--- src/ldfs_pkg.sv ---
// constants and types for the led driver fault sequencer
package ldfs_pkg;
    // ****************************************
    // timing
    // ****************************************
    localparam int CLK_MHZ = 100;
    localparam int SHORT_DETECT_TIME_MS = 90;
    localparam int RECOVERY_TIME_S = 4;
    localparam int LINE_RANGE_BLANK_TIME_MS = 25;
    localparam int LEADING_EDGE_BLANK_TIME_NS = 175;
    localparam int SHORT_DETECT_CYC = SHORT_DETECT_TIME_MS * 1000 * CLK_MHZ;
    localparam int RECOVERY_CYC = RECOVERY_TIME_S * 1000000 * CLK_MHZ;
    localparam int LINE_BLANK_CYC = LINE_RANGE_BLANK_TIME_MS * 1000 * CLK_MHZ;
    localparam int LEB_CYC = (LEADING_EDGE_BLANK_TIME_NS * CLK_MHZ + 999) / 1000;
    // ****************************************
    // counts
    // ****************************************
    localparam logic [2:0] FAULT_CYCLES = 3'h4;
    localparam int CNT_W = 32;
    // ****************************************
    // apb map
    // ****************************************
    localparam logic [11:0] ADDR_STATUS = 12'h000;
    localparam logic [11:0] ADDR_MASK = 12'h004;
    localparam logic [11:0] ADDR_STATE = 12'h008;
    localparam int ST_SENSE_OV = 0;
    localparam int ST_SUPPLY_OV = 1;
    localparam int ST_WINDING = 2;
    localparam int ST_AUX = 3;
    localparam int ST_ILIM = 4;
    localparam int ST_BROWN = 5;
    localparam int EV_W = 6;
    localparam logic [5:0] MASK_RESET = 6'h00;
    typedef enum logic [2:0] {
        LDFS_OFF, LDFS_WAIT_VALLEY, LDFS_ON, LDFS_DEMAG, LDFS_PAUSE
    } ldfs_state_t;
endpackage

--- src/ldfs_top.sv ---
// led driver fault sequencer: switching control, protections, apb regs
`timescale 1ns/1ns
// Notes on behaviour
// - sense pin overvoltage in demag for four cycles in a row starts the pause.
// - programmable or supply overvoltage stops switching for the 4 s pause.
// - peak current limit in on-time drops gate drive at once.
// - winding/diode short comparator in four cycles in a row starts the pause.
// - no aux pulse above threshold for 90 ms flags a fault and a 4 s pause.
// - the 90 ms counter restarts on each aux pulse and is held clear in off and pause.
// - the compensation pin is grounded for the whole pause.
// - compensation is grounded during brown-out, lockout or thermal shutdown.
// - pulsing begins only after the brown-out rising comparator reports ok.
// - the brown-out falling comparator stops switching and shuts down.
// - a change to low line range is qualified by a 25 ms blanking interval.
// - high line sets at once; low line only after 25 ms below threshold.
// - low line starts on valley one; high line skips one, starts on two.
// - in high line the current control gain is halved.
// - the feed-forward current source is on only while gate drive is high.
// - the sense pin is grounded for the blanking time at gate turn-on.
module ldfs_top
    import ldfs_pkg::*;
#(
    parameter int SHORT_CYC = SHORT_DETECT_CYC,
    parameter int RECOV_CYC = RECOVERY_CYC,
    parameter int BLANK_CYC = LINE_BLANK_CYC
) (
    // clock and reset
    input wire logic pclk,
    input wire logic presetn,
    // apb slave
    input wire logic psel,
    input wire logic penable,
    input wire logic pwrite,
    input wire logic [11:0] paddr,
    input wire logic [31:0] pwdata,
    output logic [31:0] prdata,
    output logic pready,
    output logic pslverr,
    // comparators
    input wire logic sense_ov,
    input wire logic supply_ov,
    input wire logic peak_current_limit,
    input wire logic winding_diode_short_protect,
    input wire logic aux_above_short,
    input wire logic brown_out_rise_ok,
    input wire logic brown_out_fall,
    input wire logic undervoltage_lockout,
    input wire logic thermal_shutdown,
    input wire logic line_above_high,
    input wire logic line_below_low,
    input wire logic valley_detect,
    input wire logic setpoint_reached,
    // power stage
    output logic gate_drive,
    output logic loop_comp_ground,
    output logic feed_forward_en,
    output logic sense_pin_ground,
    output logic high_line_flag,
    output logic gain_half,
    output logic irq
);
    // ****************************************
    // state
    // ****************************************
    ldfs_state_t state;
    logic [2:0] ov_cnt;
    logic [2:0] wd_cnt;
    logic ov_seen;
    logic wd_seen;
    logic [CNT_W-1:0] short_cnt;
    logic [CNT_W-1:0] pause_cnt;
    logic [CNT_W-1:0] blank_cnt;
    logic [7:0] leb_cnt;
    logic valley_skip;
    logic [EV_W-1:0] status;
    logic [EV_W-1:0] mask;
    logic [EV_W-1:0] ev;
    logic enabled;
    logic hold_off;
    logic ov_trip;
    logic wd_trip;
    logic aux_trip;
    logic open_trip;
    logic major;
    logic end_cycle;

    function automatic logic [2:0] bump(input logic [2:0] c);
        bump = (c == FAULT_CYCLES) ? c : c + 3'h1;
    endfunction

    // condition blocking any pulsing
    assign hold_off = brown_out_fall | undervoltage_lockout | thermal_shutdown;
    assign end_cycle = (state == LDFS_DEMAG) && valley_detect;
    assign ov_trip = end_cycle && (bump(ov_cnt) == FAULT_CYCLES) && ov_seen;
    assign wd_trip = end_cycle && (bump(wd_cnt) == FAULT_CYCLES) && wd_seen;
    assign aux_trip = (state != LDFS_OFF) && (state != LDFS_PAUSE)
        && (short_cnt >= SHORT_CYC[CNT_W-1:0] - 32'h1) && !aux_above_short;
    assign open_trip = supply_ov && (state != LDFS_OFF)
        && (state != LDFS_PAUSE);
    assign major = ov_trip | wd_trip | aux_trip | open_trip;

    // ****************************************
    // enable latch after brown-out clear
    // ****************************************
    // pulsing waits for the rising level, falling level drops it
    always_ff @(posedge pclk or negedge presetn) begin
        if (!presetn) begin
            enabled <= 1'b0;
        end else if (hold_off) begin
            enabled <= 1'b0;
        end else if (brown_out_rise_ok) begin
            enabled <= 1'b1;
        end
    end

    // ****************************************
    // switching sequencer
    // ****************************************
    always_ff @(posedge pclk or negedge presetn) begin
        if (!presetn) begin
            state <= LDFS_OFF;
        end else if (hold_off || !enabled) begin
            state <= LDFS_OFF;
        end else if (major) begin
            state <= LDFS_PAUSE;
        end else begin
            case (state)
                LDFS_OFF: state <= LDFS_ON;
                LDFS_WAIT_VALLEY: begin
                    // high line skips the first valley
                    if (valley_detect && (!high_line_flag || valley_skip)) begin
                        state <= LDFS_ON;
                    end
                end
                LDFS_ON: begin
                    if (peak_current_limit) begin
                        state <= LDFS_DEMAG;
                    end else if (setpoint_reached && leb_cnt == 8'h00) begin
                        state <= LDFS_DEMAG;
                    end
                end
                LDFS_DEMAG: begin
                    if (valley_detect) begin
                        state <= high_line_flag ? LDFS_WAIT_VALLEY : LDFS_ON;
                    end
                end
                LDFS_PAUSE: begin
                    if (pause_cnt >= RECOV_CYC[CNT_W-1:0] - 32'h1) begin
                        state <= LDFS_OFF;
                    end
                end
                default: state <= LDFS_OFF;
            endcase
        end
    end

    // remembers that valley one went by at the end of demagnetisation, so
    // the wait state starts on the very next valley (valley two)
    always_ff @(posedge pclk or negedge presetn) begin
        if (!presetn) begin
            valley_skip <= 1'b0;
        end else if (state == LDFS_DEMAG && valley_detect) begin
            valley_skip <= 1'b1;
        end else if (state == LDFS_ON) begin
            valley_skip <= 1'b0;
        end
    end

    // ****************************************
    // consecutive cycle counters
    // ****************************************
    // flags collect a sense hit anywhere in demag and a winding hit anywhere in on-time
    always_ff @(posedge pclk or negedge presetn) begin
        if (!presetn) begin
            ov_seen <= 1'b0;
            wd_seen <= 1'b0;
        end else if (end_cycle || state == LDFS_PAUSE) begin
            ov_seen <= 1'b0;
            wd_seen <= 1'b0;
        end else begin
            if (state == LDFS_DEMAG && sense_ov) begin
                ov_seen <= 1'b1;
            end
            if (state == LDFS_ON && winding_diode_short_protect) begin
                wd_seen <= 1'b1;
            end
        end
    end

    always_ff @(posedge pclk or negedge presetn) begin
        if (!presetn) begin
            ov_cnt <= 3'h0;
            wd_cnt <= 3'h0;
        end else if (state == LDFS_PAUSE || state == LDFS_OFF) begin
            ov_cnt <= 3'h0;
            wd_cnt <= 3'h0;
        end else if (end_cycle) begin
            ov_cnt <= ov_seen ? bump(ov_cnt) : 3'h0;
            wd_cnt <= wd_seen ? bump(wd_cnt) : 3'h0;
        end
    end

    // ****************************************
    // timers
    // ****************************************
    // aux short timer only runs while operating
    always_ff @(posedge pclk or negedge presetn) begin
        if (!presetn) begin
            short_cnt <= '0;
        end else if (aux_above_short || state == LDFS_OFF
                     || state == LDFS_PAUSE) begin
            short_cnt <= '0;
        end else begin
            short_cnt <= short_cnt + 32'h1;
        end
    end

    always_ff @(posedge pclk or negedge presetn) begin
        if (!presetn) begin
            pause_cnt <= '0;
        end else if (state == LDFS_PAUSE) begin
            pause_cnt <= pause_cnt + 32'h1;
        end else begin
            pause_cnt <= '0;
        end
    end

    // line range: set at once, clear after a long stay below low threshold
    always_ff @(posedge pclk or negedge presetn) begin
        if (!presetn) begin
            high_line_flag <= 1'b0;
            blank_cnt <= '0;
        end else if (line_above_high) begin
            high_line_flag <= 1'b1;
            blank_cnt <= '0;
        end else if (!line_below_low) begin
            blank_cnt <= '0;
        end else if (blank_cnt >= BLANK_CYC[CNT_W-1:0]) begin
            high_line_flag <= 1'b0;
        end else begin
            blank_cnt <= blank_cnt + 32'h1;
        end
    end

    // leading edge blanking counter
    always_ff @(posedge pclk or negedge presetn) begin
        if (!presetn) begin
            leb_cnt <= 8'h00;
        end else if (state != LDFS_ON) begin
            leb_cnt <= LEB_CYC[7:0];
        end else if (leb_cnt != 8'h00) begin
            leb_cnt <= leb_cnt - 8'h01;
        end
    end

    // ****************************************
    // outputs
    // ****************************************
    // gate drops in the same edge the limit trips, outputs stay registered
    always_ff @(posedge pclk or negedge presetn) begin
        if (!presetn) begin
            gate_drive <= 1'b0;
            feed_forward_en <= 1'b0;
            sense_pin_ground <= 1'b0;
            loop_comp_ground <= 1'b1;
            gain_half <= 1'b0;
        end else begin
            gate_drive <= (state == LDFS_ON) && !peak_current_limit
                && !major && !hold_off;
            feed_forward_en <= (state == LDFS_ON) && !peak_current_limit
                && !major && !hold_off;
            sense_pin_ground <= (state == LDFS_ON) && leb_cnt > 8'h01;
            loop_comp_ground <= (state == LDFS_PAUSE) || major
                || hold_off || !enabled;
            gain_half <= high_line_flag;
        end
    end

    // ****************************************
    // apb registers and interrupt
    // ****************************************
    assign ev = {hold_off & enabled, peak_current_limit & (state == LDFS_ON),
                 aux_trip, wd_trip, open_trip, ov_trip};

    // set wins over write-one-to-clear
    always_ff @(posedge pclk or negedge presetn) begin
        if (!presetn) begin
            status <= '0;
            mask <= MASK_RESET;
        end else begin
            if (psel && penable && pwrite && paddr == ADDR_STATUS) begin
                status <= (status & ~pwdata[EV_W-1:0]) | ev;
            end else begin
                status <= status | ev;
            end
            if (psel && penable && pwrite && paddr == ADDR_MASK) begin
                mask <= pwdata[EV_W-1:0];
            end
        end
    end

    always_ff @(posedge pclk or negedge presetn) begin
        if (!presetn) begin
            prdata <= 32'h0;
            pready <= 1'b0;
            pslverr <= 1'b0;
            irq <= 1'b0;
        end else begin
            irq <= |(status & mask);
            pready <= psel && !penable;
            pslverr <= psel && !penable && paddr != ADDR_STATUS
                && paddr != ADDR_MASK && paddr != ADDR_STATE;
            case (paddr)
                ADDR_STATUS: prdata <= {26'h0, status};
                ADDR_MASK: prdata <= {26'h0, mask};
                ADDR_STATE: prdata <= {26'h0, high_line_flag, enabled,
                                       1'b0, state};
                default: prdata <= 32'h0;
            endcase
        end
    end

    // ****************************************
    // checks
    // ****************************************
    chk_limit_cuts_gate: assert property (@(posedge pclk) disable iff (!presetn)
        peak_current_limit |=> !gate_drive)
        else $error("gate high after current limit");
    chk_pause_grounds_comp: assert property (@(posedge pclk)
        disable iff (!presetn)
        state == LDFS_PAUSE |=> loop_comp_ground)
        else $error("comp not grounded in pause");
    chk_hold_grounds_comp: assert property (@(posedge pclk)
        disable iff (!presetn)
        hold_off |=> loop_comp_ground && !gate_drive)
        else $error("comp free during hold off");
    chk_ff_follows_gate: assert property (@(posedge pclk)
        disable iff (!presetn) feed_forward_en == gate_drive)
        else $error("feed forward not tied to gate");
    chk_ov_enters_pause: assert property (@(posedge pclk)
        disable iff (!presetn)
        ov_trip && !hold_off && enabled |=> state == LDFS_PAUSE)
        else $error("ov trip missed");
    chk_open_enters_pause: assert property (@(posedge pclk)
        disable iff (!presetn)
        open_trip && !hold_off && enabled |=> state == LDFS_PAUSE)
        else $error("open trip missed");
    chk_high_line_set: assert property (@(posedge pclk)
        disable iff (!presetn) line_above_high |=> high_line_flag)
        else $error("high line not set");
    chk_gain_half_line: assert property (@(posedge pclk)
        disable iff (!presetn) high_line_flag |=> gain_half)
        else $error("gain not halved");
    chk_brown_stops: assert property (@(posedge pclk)
        disable iff (!presetn) brown_out_fall |=> state == LDFS_OFF)
        else $error("brown out ignored");
    chk_leb_ground: assert property (@(posedge pclk) disable iff (!presetn)
        $rose(gate_drive) |-> sense_pin_ground)
        else $error("no blanking at turn on");
endmodule // ldfs_top

--- config.mk ---
export PLATFORM = sky130hd
export DESIGN_NAME = ldfs_top
export DESIGN_NICKNAME = d
export VERILOG_FILES = /design/src/ldfs_pkg.sv /design/src/ldfs_top.sv
export SDC_FILE = /design/constraint.sdc
export NUM_CORES = 1
export LEC_CHECK = 0
export BUFFER_PORTS_ARGS = -buffer_cell sky130_fd_sc_hd__buf_2
export CORE_ASPECT_RATIO = 1.2
export CORE_MARGIN = 5
export CORE_UTILIZATION = 50
export DETAILED_ROUTE_END_ITERATION = 8
export PLACE_DENSITY = 0.74
export SLEW_MARGIN = 0
export SYNTH_ARGS = -nofsm -noshare
export SYNTH_HDL_FRONTEND = slang
export SYNTH_SLANG_ARGS = --single-unit
--- constraint.sdc ---
create_clock -name pclk -period 6.9 [get_ports pclk]
set_clock_uncertainty 0.15 [all_clocks]
set_input_delay 1.035 -clock pclk [delete_from_list [all_inputs] [get_ports pclk]]
set_output_delay 1.035 -clock pclk [all_outputs]
set_load 0.01 [all_outputs]
==> run metrics <==
remaining antenna violation count 0; vias per cell 5.64; largest family of logic cells by synthesized area simple AND/OR/NAND/NOR gates; pre-CTS setup slack 3.46 ns; chip height 143 µm; Layout Utilization 0.569; Startpoint Class input pin; yosys warns 0; Worst Setup End Kind flip-flop; Routed WL 14.7 mm; CTS tree built; vias in the first global route 5335; GRT overflow 0; Mapped Cells 766; post-synth cell types 61; pwr/cell area 216 mW/mm²; post-synthesis compound-gate area fraction 0.103; Num CTS Buffers 17; Worst-path clk slew 0.05 ns; Top FF cell, synth dfrtp_1; CTS sink count 143; hold-fix buffers at CTS 0; relative slew slack 0.240; drt pass-1 iters 5; Wirelength per Cell 14.8 µm; root buffer cell clkbuf_16; Area growth syn-to-layout 11.3%; Total GRT Usage 0.176; Max stage delay on crit path 0.69 ns; clock latency on the worst-skew pair 0.42 ns; Post CTS Setup Buffer Count 0; switching share of power 0.203; worst path required time 7.04 ns; post-CTS sizing 0; Flop pwr share 0.480; Die Wd 121 µm; adder-cell share of the synthesized area 0.0170; setup violators final 0; Placed Area 0.00765 mm²; Comb power frac 0.029; internal power 1.41 mW; number of I/O pins 103; Synth Area in Simple Gates 0.250; RSZ-0062 raised after global routing no; layout cells sized above 1 0.120; initial antenna violation count 0; final setup TNS 0 ns; Via Count 5614; slowest CP cell nor3b_1; CP arrival 3.14 ns; gpl congestion 0.815; Clock Power Share 0.492; outcome finished clean; min cycle time layout 2.99 ns; hold_ws 0.325 ns; num rows 48; Avg Inst Size Synth 9.62 µm²; Hold Crit Class reg2reg; clk buf depth 2; Post-DP HPWL 9.96 mm; first-pass GRT wire length 24.8 mm; fin nets 879; Least-Margin Pin Slew 1.13 ns; final worst slack 3.91 ns; Yosys reg bits 143; maxcap violations 0; DRC 0; design area 0.00821 mm²; crit-path max FO 8; fin crit share 0.434; async set-reset flop share out of synthesis 1.00; synthesized area 0.00737 mm²; largest net degree at the start of global routing 77; mux contribution to synthesized area 0.0202; Final Max Tran Viols 0; initial core utilization 0.511; non-filler cells, final 995; Seq/Total Area, Yosys 0.486; Crit Path Category in2reg; IO buf count 50; Max Clk Rate 334 MHz; antenna fix cells 0; number of synthesized flops with an enable pin 0; Die ar. 0.0173 mm²; CORE AREA 0.0144 mm²; Sw Pwr 0.359 mW; Max VDD drop 188 µV; Initial DRC Count 359; Inst Count DP 963; P_leak 3.58 nW; CP Cell Sequence buf_2 > nor4_1 > nand3_1 > nor3b_1 > and4_1 > mux2_2; post-layout power 1.77 mW; final hold vios 0; H-tree depth 4; Post-Synth XOR/XNOR Area 0.0713
## area by class of cell
cell class	count	area, µm²
Clock buffer	30	494
Clock inverter	2	60.1
Fill cell	1267	6210
Inverter	17	63.8
Multi-Input combinational cell	574	3500
Sequential cell	143	3580
Tap cell	175	219
Timing Repair Buffer	54	287
## critical path: cells and delay by family
family                 cells  cell delay, ns
buffers and inverters      1            0.09
multiplexers               1            0.37
AND/OR/NAND/NOR            4            1.64
## power groups by stage
stage	registers, mW	logic (mW)	clock network, mW
3_3_place_gp	0.863	0.0518	0
2_1_floorplan	0.861	0.0316	0
4_1_cts	0.849	0.0526	0.888
5_1_grt	0.849	0.0594	0.929
6_report	0.849	0.0511	0.870
3_5_place_dp	0.863	0.0526	0
## metal layers
layer,global-route usage,vias to the layer above,part of all wire
met3,0.0380,19,0.039
met4,0.0668,0,0.015
li1,-,2746,-
met1,0.222,2757,0.45
met5,0,-,0
met2,0.298,92,0.50
## logic make-up (layout without fill, tap and decap cells)
group | Yosys count | in the layout
AOI/OAI and AO/OA | 114 | 114
xor gates and xnor gates | 60 | 60
adders and majority gates | 10 | 10
buffers and inverters | 74 | 103
DFF | 143 | 143
muxes | 14 | 14
other | 1 | 26
and+or+nand+nor | 350 | 350
## registers in the layout, summed over array words and instances, names as in the netlist, 3 cells and up
signal,flops
blank_cnt,32
leb_cnt,8
mask,6
ov_cnt,3
pause_cnt,32
prdata,6
short_cnt,32
state,3
status,6
wd_cnt,3
## cell usage after synthesis (all sizes together), types with 4 or more instances
| cell | number | area share |
|---|---|---|
| nor2b | 6 | 0.0051 |
| a31oi | 4 | 0.0034 |
| nand2b | 9 | 0.0076 |
| or2 | 4 | 0.0034 |
| or4 | 9 | 0.0097 |
| o31ai | 8 | 0.0081 |
| o21a | 4 | 0.0041 |
| or3 | 17 | 0.014 |
| a21o | 5 | 0.0051 |
| xnor2 | 16 | 0.019 |
| or3b | 6 | 0.0071 |
| a211o | 4 | 0.0048 |
| mux2 | 7 | 0.011 |
| dfrtp | 142 | 0.48 |
| mux2i | 7 | 0.0095 |
| a22o | 6 | 0.0071 |
| nor3 | 19 | 0.013 |
| o21ai | 28 | 0.019 |
| and2 | 21 | 0.018 |
| a21oi | 30 | 0.020 |
| a211oi | 4 | 0.0041 |
| buf | 32 | 0.031 |
| and4 | 10 | 0.012 |
| inv | 17 | 0.0087 |
| ha | 10 | 0.017 |
| nor2 | 88 | 0.045 |
| and3 | 19 | 0.016 |
| nand3 | 40 | 0.027 |
| clkbuf | 25 | 0.013 |
| nand2 | 52 | 0.026 |
| nor4 | 14 | 0.013 |
| xor2 | 44 | 0.052 |
| nand4 | 28 | 0.024 |
## cell usage in the layout (no fill, tap or decap), drive strengths merged, types with 4 or more instances in the layout
cell    Yosys  routed
nand2b      9       9
dfrtp     142     142
ha         10      10
conb        1      26
xor2       44      44
inv        17      17
or4         9       9
and4       10      10
mux2        7       7
nand4      28      28
a211oi      4       4
a22o        6       6
o31ai       8       8
nor2       88      88
mux2i       7       7
a211o       4       4
and3       19      19
or2         4       4
buf        32      54
nor3       19      19
a21o        5       5
xnor2      16      16
o21ai      28      28
and2       21      21
nor4       14      14
a31oi       4       4
nor2b       6       6
a21oi      30      30
nand2      52      52
or3b        6       6
nand3      40      40
o21a        4       4
clkbuf     25      30
or3        17      17
## path summary, 6_finish.rpt
check | startpoint | to | slack [ns] | cells after the start
setup / recovery | paddr[1] | mask[2]$_DFFE_PN0P_ | 3.91 | 6
min in group asynchronous | presetn | blank_cnt[27]$_DFFE_PN0P_ | 0.46 | 1
hold reg to reg | blank_cnt[25]$_DFFE_PN0P_ | blank_cnt[25]$_DFFE_PN0P_ | 0.32 | 1
setup reg to reg | state[2]$_DFFE_PN0P_ | state[1]$_DFFE_PN0P_ | 4.25 | 5
hold / removal | blank_cnt[25]$_DFFE_PN0P_ | blank_cnt[25]$_DFFE_PN0P_ | 0.32 | 1
max in group asynchronous | presetn | pause_cnt[8]$_DFF_PN0_ | 4.77 | 2
Note: power is estimated with default switching activity, not from simulation.
